==> src/nvd_pkg.sv <==
/*
  nvd_pkg: offsets, field positions, reset values and carrier types for the
  nonvolatile data and address holding registers.
  assumes: an 8-bit APB byte address, 32-bit data, one register per word.
*/
package nvd_pkg;

  // register byte offsets
  localparam logic [7:0] OFF_DATA_LOW  = 8'h00;
  localparam logic [7:0] OFF_DATA_HIGH = 8'h04;
  localparam logic [7:0] OFF_ADDR_LOW  = 8'h08;
  localparam logic [7:0] OFF_ADDR_HIGH = 8'h0C;
  localparam logic [7:0] OFF_CONTROL   = 8'h10;

  // field widths
  localparam int DATA_HIGH_W = 6;
  localparam int ADDR_HIGH_W = 7;
  localparam int ADDR_W      = 15;
  localparam int WORD_W      = 14;

  // fixed bits of the high registers
  localparam logic [1:0] DATA_HIGH_PAD = 2'h0;
  localparam logic       ADDR_HIGH_PAD = 1'b1;

  // reset values, and the values a config miss clears the data pair to
  localparam logic [7:0]             ADDR_LOW_RST  = 8'h00;
  localparam logic [ADDR_HIGH_W-1:0] ADDR_HIGH_RST = 7'h00;
  localparam logic [7:0]             DATA_CLEAR    = 8'h00;
  localparam logic [DATA_HIGH_W-1:0] DATA_H_CLEAR  = 6'h00;
  localparam logic [31:0]            RDATA_RST     = 32'h0000_0000;

  // control register bit positions
  localparam int CTL_READ_START = 0;
  localparam int CTL_CFG_SELECT = 1;
  localparam int CTL_BUSY       = 2;

  // readable configuration space locations
  localparam logic [ADDR_W-1:0] CFG_USER_ID_LAST = 15'h0003;
  localparam logic [ADDR_W-1:0] CFG_DEVICE_ID    = 15'h0006;
  localparam logic [ADDR_W-1:0] CFG_WORD_FIRST   = 15'h0007;
  localparam logic [ADDR_W-1:0] CFG_WORD_LAST    = 15'h0008;

  // access address and program word toward the memory array
  typedef struct packed {
    logic [ADDR_W-1:0] addr;
    logic [WORD_W-1:0] word;
    logic              cfg_space;
  } nvd_req_type;

  typedef enum logic [1:0] {
    NVD_IDLE,
    NVD_READ_WAIT
  } nvd_state_type;

endpackage

==> src/nvd_regs.sv <==
/*
  nvd_regs: APB register block holding the data word and target address for
  program memory and configuration space accesses, plus a small read launcher.
  assumes: a memory array outside answers a read request with a 14-bit word
  and a one-cycle valid; no wait states are needed on the bus.
*/
// The register offsets and the APB register port are this design's own decisions.
`timescale 1ns/1ps
`default_nettype none
module nvd_regs
  import nvd_pkg::*;
(
  // clock and reset
  input  wire logic              pclk,
  input  wire logic              presetn,
  // apb slave
  input  wire logic              psel,
  input  wire logic              penable,
  input  wire logic              pwrite,
  input  wire logic [7:0]        paddr,
  input  wire logic [31:0]       pwdata,
  output var  logic [31:0]       prdata,
  output wire logic              pready,
  output wire logic              pslverr,
  // memory array side
  output wire nvd_req_type       nvm_req,
  output wire logic              nvm_read_req,
  input  wire logic              nvm_read_valid,
  input  wire logic [WORD_W-1:0] nvm_read_word
);

  logic [7:0]             nvm_data_low;
  logic [DATA_HIGH_W-1:0] nvm_data_high;
  logic [7:0]             nvm_address_low;
  logic [ADDR_HIGH_W-1:0] nvm_address_high;
  logic                   config_space_select;
  nvd_state_type          state;
  nvd_state_type          next_state;
  logic [31:0]            next_prdata;
  logic                   cfg_readable;

  // bus decode
  wire setup    = psel && !penable;
  wire access   = psel && penable;
  wire hit_dl   = (paddr == OFF_DATA_LOW);
  wire hit_dh   = (paddr == OFF_DATA_HIGH);
  wire hit_al   = (paddr == OFF_ADDR_LOW);
  wire hit_ah   = (paddr == OFF_ADDR_HIGH);
  wire hit_ctl  = (paddr == OFF_CONTROL);
  wire mapped   = hit_dl || hit_dh || hit_al || hit_ah || hit_ctl;
  wire wr       = access && pwrite && mapped;
  wire wr_dl    = wr && hit_dl;
  wire wr_dh    = wr && hit_dh;
  wire wr_al    = wr && hit_al;
  wire wr_ah    = wr && hit_ah;
  wire wr_ctl   = wr && hit_ctl;
  wire busy     = (state == NVD_READ_WAIT);

  // zero wait states keep the master simple
  assign pready  = 1'b1;
  assign pslverr = access && !mapped;

  // read start: a new one while busy is dropped
  wire start    = wr_ctl && pwdata[CTL_READ_START] && !busy;
  wire cfg_sel  = pwdata[CTL_CFG_SELECT];
  wire cfg_miss = start && cfg_sel && !cfg_readable;
  wire launch   = start && !cfg_miss;
  wire load     = busy && nvm_read_valid;
  wire clear    = cfg_miss;

  assign nvm_read_req = launch;

  // full address and program word toward the array
  assign nvm_req.addr      = {nvm_address_high, nvm_address_low};
  assign nvm_req.word      = {nvm_data_high, nvm_data_low};
  assign nvm_req.cfg_space = config_space_select;

  // window check uses the address the launch will present
  nvd_cfg_window u_window (
    .addr     (nvm_req.addr),
    .readable (cfg_readable)
  );

  // read mux, padded bits fixed by construction
  always_comb begin
    next_prdata = RDATA_RST;
    if (hit_dl) begin
      next_prdata[7:0] = nvm_data_low;
    end
    if (hit_dh) begin
      next_prdata[7:0] = {DATA_HIGH_PAD, nvm_data_high};
    end
    if (hit_al) begin
      next_prdata[7:0] = nvm_address_low;
    end
    if (hit_ah) begin
      next_prdata[7:0] = {ADDR_HIGH_PAD, nvm_address_high};
    end
    if (hit_ctl) begin
      next_prdata[CTL_CFG_SELECT] = config_space_select;
      next_prdata[CTL_BUSY]       = busy;
    end
  end

  // read data captured in setup so it is a flop during access
  always_ff @(posedge pclk or negedge presetn) begin
    if (!presetn) begin
      prdata <= RDATA_RST;
    end else if (setup && !pwrite) begin
      prdata <= next_prdata;
    end
  end

  // address registers clear on every reset
  always_ff @(posedge pclk or negedge presetn) begin
    if (!presetn) begin
      nvm_address_low  <= ADDR_LOW_RST;
      nvm_address_high <= ADDR_HIGH_RST;
    end else begin
      if (wr_al) begin
        nvm_address_low <= pwdata[7:0];
      end
      if (wr_ah) begin
        nvm_address_high <= pwdata[ADDR_HIGH_W-1:0];
      end
    end
  end

  // data registers have no reset so their content outlives it;
  // an array answer beats a bus write in the same cycle
  always_ff @(posedge pclk) begin
    if (clear) begin
      nvm_data_low  <= DATA_CLEAR;
      nvm_data_high <= DATA_H_CLEAR;
    end else if (load) begin
      nvm_data_low  <= nvm_read_word[7:0];
      nvm_data_high <= nvm_read_word[WORD_W-1:8];
    end else begin
      if (wr_dl) begin
        nvm_data_low <= pwdata[7:0];
      end
      if (wr_dh) begin
        nvm_data_high <= pwdata[DATA_HIGH_W-1:0];
      end
    end
  end

  // control: space select and read launcher
  always_comb begin
    next_state = state;
    case (state)
      NVD_IDLE: begin
        if (launch) begin
          next_state = NVD_READ_WAIT;
        end
      end
      NVD_READ_WAIT: begin
        if (nvm_read_valid) begin
          next_state = NVD_IDLE;
        end
      end
      default: next_state = NVD_IDLE;
    endcase
  end

  always_ff @(posedge pclk or negedge presetn) begin
    if (!presetn) begin
      state               <= NVD_IDLE;
      config_space_select <= 1'b0;
    end else begin
      state <= next_state;
      if (wr_ctl) begin
        config_space_select <= cfg_sel;
      end
    end
  end
endmodule // nvd_regs
`default_nettype wire

==> src/nvd_cfg_window.sv <==
/*
  nvd_cfg_window: says whether an address lies in the readable part of the
  configuration space (user ids, device id, configuration words).
  assumes: address is the full 15-bit access address.
*/
`timescale 1ns/1ps
`default_nettype none
module nvd_cfg_window
  import nvd_pkg::*;
(
  // address in
  input  wire logic [ADDR_W-1:0] addr,
  // verdict
  output wire logic              readable
);

  // holes at 4..5 and everything above 8 are not readable
  assign readable = (addr <= CFG_USER_ID_LAST) ||
                    ((addr >= CFG_DEVICE_ID) && (addr <= CFG_WORD_LAST));

endmodule // nvd_cfg_window
`default_nettype wire

==> config.mk <==
export PLATFORM = sky130hd
export DESIGN_NAME = nvd_regs
export DESIGN_NICKNAME = d
export VERILOG_FILES = /design/src/nvd_pkg.sv /design/src/nvd_regs.sv /design/src/nvd_cfg_window.sv
export SDC_FILE = /design/constraint.sdc
export NUM_CORES = 1
export LEC_CHECK = 0
export BUFFER_PORTS_ARGS = -buffer_cell sky130_fd_sc_hd__buf_2
export CAP_MARGIN = 10
export CORE_MARGIN = 10
export CORE_UTILIZATION = 44
export CTS_CLUSTER_SIZE = 30
export DETAILED_ROUTE_END_ITERATION = 12
export PLACE_DENSITY = 0.91
export SLEW_MARGIN = 20
export SYNTH_ARGS = -nofsm -noshare
export SYNTH_HDL_FRONTEND = slang
export SYNTH_SLANG_ARGS = --single-unit
==> constraint.sdc <==
create_clock -name pclk -period 2.1 [get_ports pclk]
set_input_delay 0.42 -clock pclk [delete_from_list [all_inputs] [get_ports pclk]]
set_output_delay 0.42 -clock pclk [all_outputs]
set_load 0.02 [all_outputs]
# Word-level counts from Yosys, hierarchy flattened

Index checks and enable logic that the tools add are counted.

Flip-flop bits (word level): 40
Logic and storage cells: 63

$lt $le $gt $ge: 3
Eq/ne operators: 7
Multiplexer cells: 12
Reductions and logical operators: 34

Operator list:

| kind                                                               | number |
|---|---|
| 2-to-1 mux 8 bit                                                   | 6 |
| logical AND 1 bit                                                  | 18 |
| == test 8 x 4 -> 1 bit, second input constant                      | 2 |
| greater-or-equal comparator 15 x 3 -> 1 bit, second input constant | 1 |
| less-or-equal comparator 15 x 2 -> 1 bit, second input constant    | 1 |
| less-or-equal comparator 15 x 4 -> 1 bit, second input constant    | 1 |
| 2-to-1 mux 6 bit                                                   | 2 |
| == test 8 x 3 -> 1 bit, second input constant                      | 1 |
| == test 8 x 5 -> 1 bit, second input constant                      | 1 |
| zero test 8 bit                                                    | 1 |
| zero test 1 bit                                                    | 6 |
| 2-to-1 mux 2 bit                                                   | 3 |
| logical OR 1 bit                                                   | 5 |
| inequality test 2 bit, second input constant                       | 2 |
| one-hot mux 2 bit (2 select lines)                                 | 1 |
| nonzero test 2 bit                                                 | 2 |
| == test 2 x 1 -> 1 bit, second input constant                      | 1 |
| zero test 2 bit                                                    | 1 |
| AND reduction 2 bit                                                | 1 |

# Longest topological paths before layout

Gate-level depths: netlist of run 1.

Word-level depth: 15
Depth in mapped cells: 6
Gate-level depth less buffers: 4

# Cells and area by module

A second synthesis of run 1 with hierarchy kept.

Cell total of the unflattened synthesis: 216
Area, all modules: 2273.4 um2

By module, submodules not included:

| module         | instances | cells each | area each (um2) | seq. area each (um2) |
|---|---|---|---|---|
| nvd_regs       | 1         | 209        | 2219.6          | 905.9 |
| nvd_cfg_window | 1         | 7          | 53.8            | 0.0 |

# Worst setup path before layout of run 1

No wires, ideal clock.

Kind: input -> register
Start point: input paddr[7]
End point: register nvm_address_low[0]
Library setup time: 0.125 ns
Data arrival time: 1.790 ns
Setup slack: 0.185 ns
Cell stages on the path: 4
Path through: or4_4 nor3_4 nand4b_4 mux2_2

Word-level cells in the longest chain between the ends: 7
Elaborated cells on any way between the ends: 11

RTL lines:

| what                                                             | line                           | text |
|---|---|---|
| start: declaration                                               | nvd_regs.sv:20                 | `input wire logic [7:0] paddr,` |
| == test 8 x 3 -> 1 bit / zero test 8 bit (equally long branches) | nvd_regs.sv:46, nvd_regs.sv:45 |  |
| logical OR 1 bit (4 in a row)                                    | nvd_regs.sv:50                 | `wire mapped = hit_dl \|\| hit_dh \|\| hit_al \|\| hit_ah \|\| hit_ctl;` |
| logical AND 1 bit                                                | nvd_regs.sv:51                 | `wire wr = access && pwrite && mapped;` |
| logical AND 1 bit (*)                                            | nvd_regs.sv:54                 | `wire wr_al = wr && hit_al;` |
| end signal: assignment                                           | nvd_regs.sv:121                | `nvm_address_low <= pwdata[7:0];` |
| end: declaration                                                 | nvd_regs.sv:34                 | `logic [7:0] nvm_address_low;` |

Mark *: on every way between the ends. The rest lies on a longest branch, timed or not.
A chain may end at the register's enable or synchronous reset.

# Worst setup path in the final report of run 1

Start point: register nvm_address_high[3]
End point: output nvm_read_req

Word-level cells in the longest chain between the ends: 7
Elaborated cells on any way between the ends: 9

RTL lines:

| what                                                                                                           | line                 | text |
|---|---|---|
| start: declaration                                                                                             | nvd_regs.sv:35       | `logic [ADDR_HIGH_W-1:0] nvm_address_high;` |
| start signal: assignment                                                                                       | nvd_regs.sv:124      | `nvm_address_high <= pwdata[ADDR_HIGH_W-1:0];` |
| greater-or-equal comparator 15 x 3 -> 1 bit / less-or-equal comparator 15 x 4 -> 1 bit (equally long branches) | nvd_cfg_window.sv:19 | `((addr >= CFG_DEVICE_ID) && (addr <= CFG_WORD_LAST));` |
| logical AND 1 bit                                                                                              | nvd_cfg_window.sv:19 |  |
| logical OR 1 bit (*)                                                                                           | nvd_cfg_window.sv:18 | `assign readable = (addr <= CFG_USER_ID_LAST) \|\|` |
| zero test 1 bit (*)                                                                                            | nvd_regs.sv:66       | `wire cfg_miss = start && cfg_sel && !cfg_readable;` |
| logical AND 1 bit (*)                                                                                          | nvd_regs.sv:66       |  |
| zero test 1 bit (*)                                                                                            | nvd_regs.sv:67       | `wire launch = start && !cfg_miss;` |
| logical AND 1 bit (*)                                                                                          | nvd_regs.sv:67       |  |
| end: declaration                                                                                               | nvd_regs.sv:27       | `output wire logic nvm_read_req,` |

Marked as above.

==> out/metrics.csv, run 1 <==
stage;metric;value;unit
timing;max_freq;0.485;GHz
synth;synth_edf_count;0;
pwr;pwr-share-comb;14.1;%
die;initial_core_util;45.6;%
timing;rsz0062_at_grt;yes;
clock_tree;hold_buffers;0;
route;drcViolationCount;0;
synth;synth_cell_types;32;
die;row_count;25;
pwr;power_frac_seq;52.3;%
timing;min_period;2.06;ns
route;viasPerCell;5.18;
synth;avgSynthCellArea;10.5;um2
critical_path;arrival;1.64;ns
pwr;ir_worst_vdd;0.277;mV
final_layout;area_growth;24.9;%
final_layout;nFillCells;422;
route;wl_met2;3140;um
final_layout;fin_cells;361;
die;die_h;90.2;um
critical_path;rr_endpoint;nvm_data_low[0];
critical_path;crit_path_end_kind;output pin;
pwr;totalPowerFinal;1480;uW
timing;hold_viol;0;
clock_tree;cts_buffers;5;
clock_tree;clock-sinks;39;
global_routing;grt_pass1_vias;2029;
clock_tree;cts_tree;yes;
die;core_area;4750;um2
route;vias;1871;
die;io_pins;125;
clock_tree;cts-root-buf;clkbuf_8;
timing;finalClockSkew;0.00785;ns
timing;final-max-slew-violation-count;0;
timing;setup_viol;0;
route;dr.max_layer_used;met4;
route;wl_per_cell;17.9;um
clock_tree;clkTransAtPathRegs;0.08;ns
global_routing;grt_remaining_overflow;0;
route;wl;6470;um
synth;synth-main-ff-cell;dfrtp_1;
pwr;leakage;0.00152;uW
critical_path;r2r-start;nvm_address_high[3];
global_routing;grt_max_degree;26;
global_routing;grt_util_all_layers;15.7;%
placement;port_buffers;75;
clock_tree;cts_buffer_depth;2;
global_routing;grt_antenna_before_repair;0;
synth;yosysTopAreaCell;dfrtp_1;
critical_path;critPathKind;register to output pin;
synth;synthCells;207;
hold_path;hold_path.class;input pin to async pin;
synth;yosysSeqAreaShare;41.8;%
timing;finalCritPeriodShare;98.1;%
die;die_w;90.2;um
placement;place_inst;349;
timing;fin_hold_ws;0.118;ns
synth;synth_top_area_share;28.9;%
synth;synth-async-reset-ratio;64.1;%
pwr;p_int;1070;uW
final_layout;n_antenna_cell;0;
route;drt_pass1_iterations;4;
synth;yosys_warnings;0;
synth;syn_area;2170;um2
placement;hpwlAfterDp;5080;um
route;wl_met1;2520;um
pwr;p_per_area;545;nW/um2
synth;synth_top_cells_by_area;dfrtp_1 29%, dfxtp_1 13%, buf_4 9.0%;
critical_path;worstPathRequired;1.68;ns
timing;slew_headroom;60.2;%
route;wl_met3;676;um
critical_path;regToRegSetupSlack;0.55;ns
clock_tree;worstSkewPairLatency;0.30;ns
final_layout;multi_input_area;1120;um2
route;final_antenna_net_count;0;
pwr;p_switching;409;uW
critical_path;ff2ff_path_depth;5;
synth;ys_seq_elements;39;
clock_tree;cts_htree_levels;2;
final_layout;seq_area;906;um2
outcome;status;finished clean;
global_routing;grt_pass1_wl;10300;um
die;dieArea;8130;um2
route;drtIter0Drc;158;
timing;tightest_slew;0.597;ns
final_layout;layout.nets;353;
critical_path;cp_max_fo;4;
pwr;clock_power_share;33.6;%
final_layout;drive_gt1_share;43.5;%
pwr;p_sw_share;27.7;%
placement;gp_congestion;0.861;
run;cap_violations;0;
critical_path;critPathLaunchType;register;
==> what timing repair did <==
action                                  4_1_cts  5_1_grt
pin swaps                                     3        5
buffers inserted                              2        2
gates resized for setup                       4        4
endpoints found under the setup margin        1        2
==> registers in the layout (all words and copies together) (netlist names) <==
register,cells
prdata,8
nvm_data_low,8
nvm_address_low,8
state,1
config_space_select,1
nvm_data_high,6
nvm_address_high,7
==> placed cells by master, fill, tap and decap left out, types with 2 or more instances in the layout <==
master and instances:
nor4_2 2, buf_2 74, a22oi_1 2, inv_1 3, conb_1 25, a211oi_1 14, a21oi_1 2, dfrtp_1 25
nand2_1 19, buf_4 16, nor3_1 2, nand3_1 4, mux2i_1 14, mux4_2 6, dfxtp_1 14, clkbuf_8 5
o21ai_0 10, nor2b_1 2, nor2_1 18, mux2_2 17, clkbuf_1 3
==> how the worst max path moves through the flow <==
stage,start,endpoint,cells past startpoint
floorplan,paddr[7],nvm_address_low[0],4
global placement,paddr[7],nvm_address_low[4],5
detailed placement,paddr[7],nvm_address_low[6],5
CTS,nvm_address_high[3],nvm_read_req,5
global route,nvm_address_low[5],nvm_read_req,5
finish,nvm_address_high[3],nvm_read_req,5
==> Yosys cell counts, types with 3 or more instances <==
| master | n |
|---|---|
| mux2i_1 | 14 |
| inv_1 | 3 |
| mux4_2 | 6 |
| a211oi_1 | 14 |
| buf_4 | 26 |
| mux2_2 | 17 |
| nor2_1 | 18 |
| nand2_1 | 19 |
| nor4_1 | 3 |
| dfrtp_1 | 25 |
| o21ai_0 | 12 |
| clkbuf_1 | 6 |
| nand3_1 | 4 |
| buf_2 | 3 |
| dfxtp_1 | 14 |
==> per-layer routing <==
layer  global-route usage, %  up-vias
met5                       0        -
met4                    7.82        0
met3                    7.07       14
met2                    26.0      104
met1                    16.7      881
li1                        -      872
==> power by group through the flow <==
stage	registers, uW	logic [uW]	clock network [uW]
finish	771	208	497
detailed placement	786	201	0
global route	773	227	533
floorplan	800	134	0
CTS	771	204	510
global placement	785	195	0
==> worst max-delay path, stage by stage (launching register included) <==
cell and delay [ns]:
dfrtp_1 0.41, nor4_2 0.29, o21ai_1 0.15, o21ai_2 0.18, and3_4 0.20, buf_6 0.11
==> per-stage QoR <==
step                setup TNS, ns  setup WS, ns  instance area [um2]  util, %
finish                          0        0.0390                 2710     56.9
global placement           -0.103       -0.0141                 2570     54.1
floorplan                       0         0.185                 2250        -
global route              -0.0315       -0.0315                 2710     56.9
CTS                             0       0.00233                 2670     56.2
detailed placement         -0.355       -0.0402                 2570     54.1
==> cell type report <==
cell class / instances / area share [%]
inverters: 3 / 0.416
well taps: 67 / 3.10
repair buffers: 91 / 18.5
multi-input cells: 153 / 41.5
clock buffers: 8 / 2.96
flip-flops and latches: 39 / 33.5
==> cell families (layout without fill, tap and decap cells) <==
group / Yosys count / count (layout) / share of synthesized area (%)
compound gates: 33 / 33 / 10.1
buf+inv: 38 / 102 / 11.3
flops: 39 / 39 / 41.8
mux: 37 / 37 / 21.5
other cells: 2 / 25 / 0.347
simple gates: 58 / 58 / 15.0
No activity file was read; power rests on OpenSTA's default activity.
==> inputs of run 2 (changes only) <==
--- a/config.mk
+++ b/config.mk
@@ -8,11 +8,12 @@
 export BUFFER_PORTS_ARGS = -buffer_cell sky130_fd_sc_hd__buf_2
 export CAP_MARGIN = 10
 export CORE_MARGIN = 10
-export CORE_UTILIZATION = 44
+export CORE_UTILIZATION = 45
 export CTS_CLUSTER_SIZE = 30
 export DETAILED_ROUTE_END_ITERATION = 12
-export PLACE_DENSITY = 0.91
+export PLACE_DENSITY = 0.92
 export SLEW_MARGIN = 20
 export SYNTH_ARGS = -nofsm -noshare
 export SYNTH_HDL_FRONTEND = slang
+export SYNTH_HIERARCHICAL = 1
 export SYNTH_SLANG_ARGS = --single-unit
==> run 2 against run 1 <==
Against the previous run:
- the run now ends with setup timing left
- setup slack lost 0.14 ns
- non-clock buffer count shrank 2
- first-iteration DRC count shrank 2.5%
- clock power grew 3%
- via count grew 6.2%
- critical path depth grew 2
- sequential power grew 1%
- die area grew 2.0%
- critical endpoint unchanged
- largest cell class unchanged
==> out/metrics.csv, run 2 <==
stage;metric;value;unit
placement;gp_congestion;0.875;
die;die_w;91.1;um
synth;synth_edf_count;0;
synth;synth-main-ff-cell;dfrtp_1;
timing;fin_setup_tns;-0.0962;ns
synth;synth_top_cells_by_area;dfrtp_1 28%, dfxtp_1 12%, buf_4 8.6%;
clock_tree;cts_buffer_depth;2;
synth;synthCells;216;
pwr;leakage;0.00146;uW
timing;tightest_slew;0.565;ns
final_layout;drive_gt1_share;43.7;%
timing;setup_viol;1;
global_routing;grt_pass1_wl;10700;um
global_routing;grt_util_all_layers;15.9;%
timing;rsz0062_at_grt;yes;
synth;yosysSeqAreaShare;39.8;%
synth;yosysTopAreaCell;dfrtp_1;
timing;finalCritPeriodShare;105;%
synth;avgSynthCellArea;10.5;um2
placement;dpl_worst_slack;0.127;ns
clock_tree;clock-sinks;39;
pwr;ir_worst_vdd;0.322;mV
pwr;totalPowerFinal;1540;uW
final_layout;layout.nets;359;
timing;finalClockSkew;0.00710;ns
global_routing;grt_antenna_before_repair;0;
clock_tree;worstSkewPairLatency;0.30;ns
timing;slew_headroom;62.3;%
timing;max_freq;0.455;GHz
placement;hpwlAfterDp;5290;um
pwr;p_per_area;558;nW/um2
run;cap_violations;0;
route;drtIter0Drc;154;
timing;min_period;2.20;ns
die;die_h;91.1;um
route;viasPerCell;5.41;
synth;syn_area;2270;um2
critical_path;critPathLaunchType;register;
route;drt_pass1_iterations;4;
hold_path;hold_path.class;input pin to async pin;
final_layout;final_common_cell;buf_2;
placement;port_buffers;75;
final_layout;final_util;57.3;%
critical_path;worstPathRequired;1.68;ns
synth;yosys_warnings;6;
die;dieArea;8290;um2
critical_path;slowest_delay;0.40;ns
route;wl;6930;um
critical_path;crit_start;nvm_address_low[6];
synth;ys_seq_elements;39;
global_routing;grt_remaining_overflow;0;
outcome;status;complete, but fails checks;
clock_tree;clkTransAtPathRegs;0.08;ns
timing;hold_viol;0;
synth;synth-async-reset-ratio;64.1;%
timing;final-max-slew-violation-count;0;
timing;final.setup.worst_slack;-0.0962;ns
clock_tree;cts_htree_levels;2;
route;final_antenna_net_count;0;
die;core_area;4820;um2
placement;place_area;2610;um2
clock_tree;cts-root-buf;clkbuf_8;
route;vias;1987;
critical_path;crit_path_end_kind;output pin;
final_layout;largest_registers;nvm_address_low x8, nvm_data_low x8, prdata x8;
die;io_pins;125;
critical_path;critPathSlowestCell;dfrtp_1;
final_layout;n_antenna_cell;0;
critical_path;regToRegSetupSlack;0.24;ns
final_layout;area_growth;21.4;%
clock_tree;cts_tree;yes;
die;initial_core_util;47.2;%
synth;synth_top_area_share;27.5;%
final_layout;mostFrequentLayoutCells;74 x buf_2, 25 x conb_1, 25 x dfrtp_1, 21 x nor2_1, 16 x a211oi_1;
outcome;violations;setup timing;
route;drcViolationCount;0;
global_routing;grt_pass1_vias;2008;
final_layout;finalInstanceArea;2760;um2
critical_path;worstPathCellList;nor4_2, nand4_1, a21oi_2, nand2b_4, nand2_4, nor3_2, buf_4;
critical_path;critPathKind;register to output pin;
global_routing;grt_max_degree;29;
synth;synth_cell_types;40;
critical_path;r2r-start;nvm_address_low[6];
route;wl_per_cell;18.9;um
die;row_count;25;
clock_tree;cts_buffers;5;
critical_path;arrival;1.78;ns
critical_path;cp_max_fo;2;
synth;synth.top_cells.by_count;26 x buf_4, 25 x dfrtp_1, 21 x nor2_1, 16 x a211oi_1, 15 x mux2i_1;
synth;synth.most_common_cell;buf_4;
[run 2: through the flow]
stage / cells / hold WS, ns
after global routing: 367 / 0.130
after detailed placement: 353 / 0.436
after CTS: 366 / 0.108
final: 367 / 0.0986
after floorplan: 239 / 0.124
after global placement: 353 / 0.425
[run 2: path summary, 6_finish.rpt]
path,cells after the start,to
worst max-delay path,7,nvm_read_req
worst min-delay path,1,nvm_address_low[7]
worst max register to register,9,nvm_data_high[1]
worst min register to register,1,prdata[7]
max in group asynchronous,1,nvm_address_high[3]
min in group pclk,2,nvm_address_low[7]
[run 2: cells by family (layout without fill, tap and decap cells)]
| family | count (synthesis) | after routing | synth area share (%) |
|---|---|---|---|
| mux | 35 | 35 | 17.7 |
| simple gates | 62 | 62 | 17.2 |
| compound gates | 40 | 40 | 12.6 |
| flops | 39 | 39 | 39.8 |
| other cells | 2 | 25 | 0.330 |
| buf+inv | 38 | 99 | 12.4 |
[run 2: critical path: cells and delay by family, from the launching register on]
kind,cells,cell delay [ns]
flops,1,0.40
compound gates,1,0.13
simple gates,5,0.78
buf+inv,1,0.16
[run 2: report_power, final]
| group | switching [uW] | leakage (uW) | internal [uW] | total (uW) |
|---|---|---|---|---|
| Combinational | 163 | 0.000955 | 84.6 | 247 |
| Sequential | 16.1 | 0.000458 | 766 | 782 |
| Clock | 279 | 0.0000445 | 232 | 510 |
[run 2: area by class of cell]
| class | instances | area, um2 |
|---|---|---|
| well taps | 67 | 83.8 |
| clock inverters | 3 | 18.8 |
| fillers | 397 | 2060 |
| inverters | 2 | 7.51 |
| repair buffers | 89 | 483 |
| clock buffers | 5 | 68.8 |
| multi-input cells | 162 | 1190 |
| flip-flops and latches | 39 | 906 |
[run 2: layer usage]
| layer | part of all wire, % | global-route usage (%) | vias up |
|---|---|---|---|
| met5 | 0 | 0 | - |
| li1 | - | - | 905 |
| met1 | 39 | 17.5 | 945 |
| met2 | 50 | 27.0 | 117 |
| met4 | 2.9 | 7.31 | 0 |
| met3 | 8.3 | 5.51 | 20 |
[run 2: timing repair]
| item | CTS | global route |
|---|---|---|
| hold buffers | 0 | 0 |
| setup buffers | 5 | 1 |
| endpoints found under the setup margin | 1 | 1 |
| pin swaps | 4 | 2 |
| gates resized for setup | 3 | 1 |
==> inputs of run 3 (changes only) <==
--- a/config.mk
+++ b/config.mk
@@ -8,10 +8,11 @@
 export BUFFER_PORTS_ARGS = -buffer_cell sky130_fd_sc_hd__buf_2
 export CAP_MARGIN = 10
 export CORE_MARGIN = 10
-export CORE_UTILIZATION = 45
+export CORE_UTILIZATION = 36
 export CTS_CLUSTER_SIZE = 30
 export DETAILED_ROUTE_END_ITERATION = 12
-export PLACE_DENSITY = 0.92
+export PLACE_DENSITY = 0.78
+export REMOVE_ABC_BUFFERS = 1
 export SLEW_MARGIN = 20
 export SYNTH_ARGS = -nofsm -noshare
 export SYNTH_HDL_FRONTEND = slang
==> run 3 against run 2 <==
Against the previous run:
- the run still ends with setup timing left
- count of clock-buffer cells in the layout increased by 1
- register-to-register slack is essentially flat
- combinational power shrank 2%
- highest routed layer unchanged
==> out/metrics.csv, run 3 (synthesized netlist as in run 2, its figures left out) <==
stage;metric;value;unit
outcome;status;complete, but fails checks;
outcome;violations;setup timing;
global_routing;grt_antenna_before_repair;0;
route;final_antenna_net_count;0;
pwr;p_int;1230;uW
route;vias;1864;
final_layout;area_growth;23.9;%
clock_tree;cts_htree_levels;2;
clock_tree;cts_buffer_depth;2;
clock_tree;clkTransAtPathRegs;0.08;ns
clock_tree;worstSkewPairLatency;0.29;ns
route;wl_met2;3400;um
critical_path;crit_family;simple AND/OR/NAND/NOR gates;
route;dr.max_layer_used;met4;
clock_tree;cts_buffers;5;
die;initial_core_util;37.7;%
timing;finalCritPeriodShare;105;%
pwr;pwr-share-comb;14.4;%
critical_path;cp_max_fo;3;
hold_path;hold_path.class;input pin to async pin;
critical_path;worstPathCellList;nor4_2, nand4_1, a21oi_2, nand2b_4, nand2_4, nor3_4, buf_6;
timing;rsz0062_at_grt;yes;
pwr;ir_worst_vdd;0.255;mV
timing;finalClockSkew;0.00392;ns
timing;fin_setup_tns;-0.114;ns
critical_path;slowest_delay;0.40;ns
placement;port_buffers;75;
critical_path;critPathSlowestCell;dfrtp_1;
timing;final-max-slew-violation-count;0;
route;wl_met3;662;um
final_layout;fin_cells;376;
final_layout;mostFrequentLayoutCells;74 x buf_2, 25 x conb_1, 25 x dfrtp_1, 21 x nor2_1, 16 x a211oi_1;
pwr;clock_power_share;39.0;%
die;die_h;99.5;um
global_routing;grt_util_all_layers;13.8;%
pwr;power_frac_seq;46.5;%
critical_path;critPathBufInv;1;
critical_path;critPathKind;register to output pin;
route;drt_pass1_iterations;4;
critical_path;critPathLaunchType;register;
die;die_w;99.5;um
critical_path;arrival;1.79;ns
global_routing;grt_remaining_overflow;0;
critical_path;crit_path_end_kind;output pin;
die;dieArea;9890;um2
die;row_count;28;
route;drtIter0Drc;113;
die;io_pins;125;
route;wl_met1;2760;um
clock_tree;clock-sinks;39;
placement;place_inst;364;
critical_path;worstPathRequired;1.68;ns
route;viasPerCell;4.96;
route;wl_per_cell;18.3;um
pwr;p_sw_share;26.5;%
global_routing;grt_pass1_vias;2069;
timing;max_freq;0.452;GHz
die;core_area;6030;um2
clock_tree;hold_buffers;0;
timing;final.setup.worst_slack;-0.114;ns
run;cap_violations;0;
final_layout;finalInstanceArea;2820;um2
timing;tightest_slew;0.552;ns
timing;min_period;2.21;ns
final_layout;final_common_cell;buf_2;
clock_tree;cts_tree;yes;
global_routing;grt_pass1_wl;11000;um
final_layout;drive_gt1_share;43.9;%
global_routing;grt_max_degree;29;
placement;place_area;2640;um2
pwr;p_switching;446;uW
placement;dpl_worst_slack;0.0947;ns
route;wl;6880;um
timing;slew_headroom;63.2;%
route;drcViolationCount;0;
timing;setup_viol;1;
final_layout;n_antenna_cell;0;
timing;hold_viol;0;
pwr;p_per_area;596;nW/um2
pwr;leakage;0.00148;uW
placement;hpwlAfterDp;5410;um
final_layout;nFillCells;580;
final_layout;layout.nets;360;
placement;gp_congestion;0.846;
clock_tree;cts-root-buf;clkbuf_8;
final_layout;largest_registers;nvm_address_low x8, nvm_data_low x8, prdata x8;
## run 3: changes by cell type in the layout (fill, tap and decap cells not counted)
cell,before,now
clkbuf_8,5,6
clkinvlp_4,1,0
buf_6,0,1
inv_4,1,0
nor3_2,1,0
nor3_4,0,1
bufinv_16,0,1
## run 3: final cells by class
type                            count  area, um2  share of cell area (%)
Multi-Input combinational cell    162       1200                    42.5
Timing Repair Buffer               90        494                    17.5
Sequential cell                    39        906                    32.1
Tap cell                           75       93.8                    3.33
Inverter                            2       7.51                   0.266
Clock buffer                        6       82.6                    2.93
Clock inverter                      2       35.0                    1.24
## run 3: final timing paths
check                                         from                   to  slack [ns]  cells after the start
min in group pclk                        pwdata[7]   nvm_address_low[7]        0.39                      2
worst min register to register           prdata[6]            prdata[6]        0.48                      2
worst max register to register  nvm_address_low[6]      nvm_data_low[3]        0.25                      8
max in group asynchronous                  presetn  nvm_address_high[0]        1.63                      1
worst max-delay path            nvm_address_low[6]         nvm_read_req       -0.11                      7
worst min-delay path                       presetn   nvm_address_low[2]        0.11                      1
## run 3: power by group through the flow
stage	Combinational, uW	Sequential (uW)	Clock, uW
4_1_cts	240	782	669
5_1_grt	264	785	696
3_3_place_gp	231	796	0
6_report	242	782	656
2_1_floorplan	98.3	820	0
3_5_place_dp	233	798	0
## run 3: repair_timing
item                       CTS  global route
setup buffers                3             1
setup endpoints to repair    1             1
pin swaps                    4             2
gates resized for setup      4             3
gates cloned                 0             0
## run 3: routing by layer
| metal | vias up | global-route usage [%] |
|---|---|---|
| li1 | 903 | - |
| met1 | 870 | 15.6 |
| met2 | 84 | 24.2 |
| met3 | 7 | 4.78 |
| met4 | 0 | 3.53 |
| met5 | - | 0 |
## run 3: worst reg2reg max path, delay by kind of cell, from the launching register on
kind                   cells  cell delay, ns
AOI/OAI and AO/OA          2            0.35
DFF                        1            0.40
and+or+nand+nor            4            0.69
buffers and inverters      2            0.33
## run 3: stage by stage
| stage | util [%] | total power, uW | hold WS [ns] |
|---|---|---|---|
| floorplan | - | 918 | 0.124 |
| global placement | 43.8 | 1030 | 0.441 |
| detailed placement | 43.8 | 1030 | 0.446 |
| CTS | 46.4 | 1690 | 0.125 |
| global route | 46.8 | 1740 | 0.136 |
| finish | 46.8 | 1680 | 0.106 |
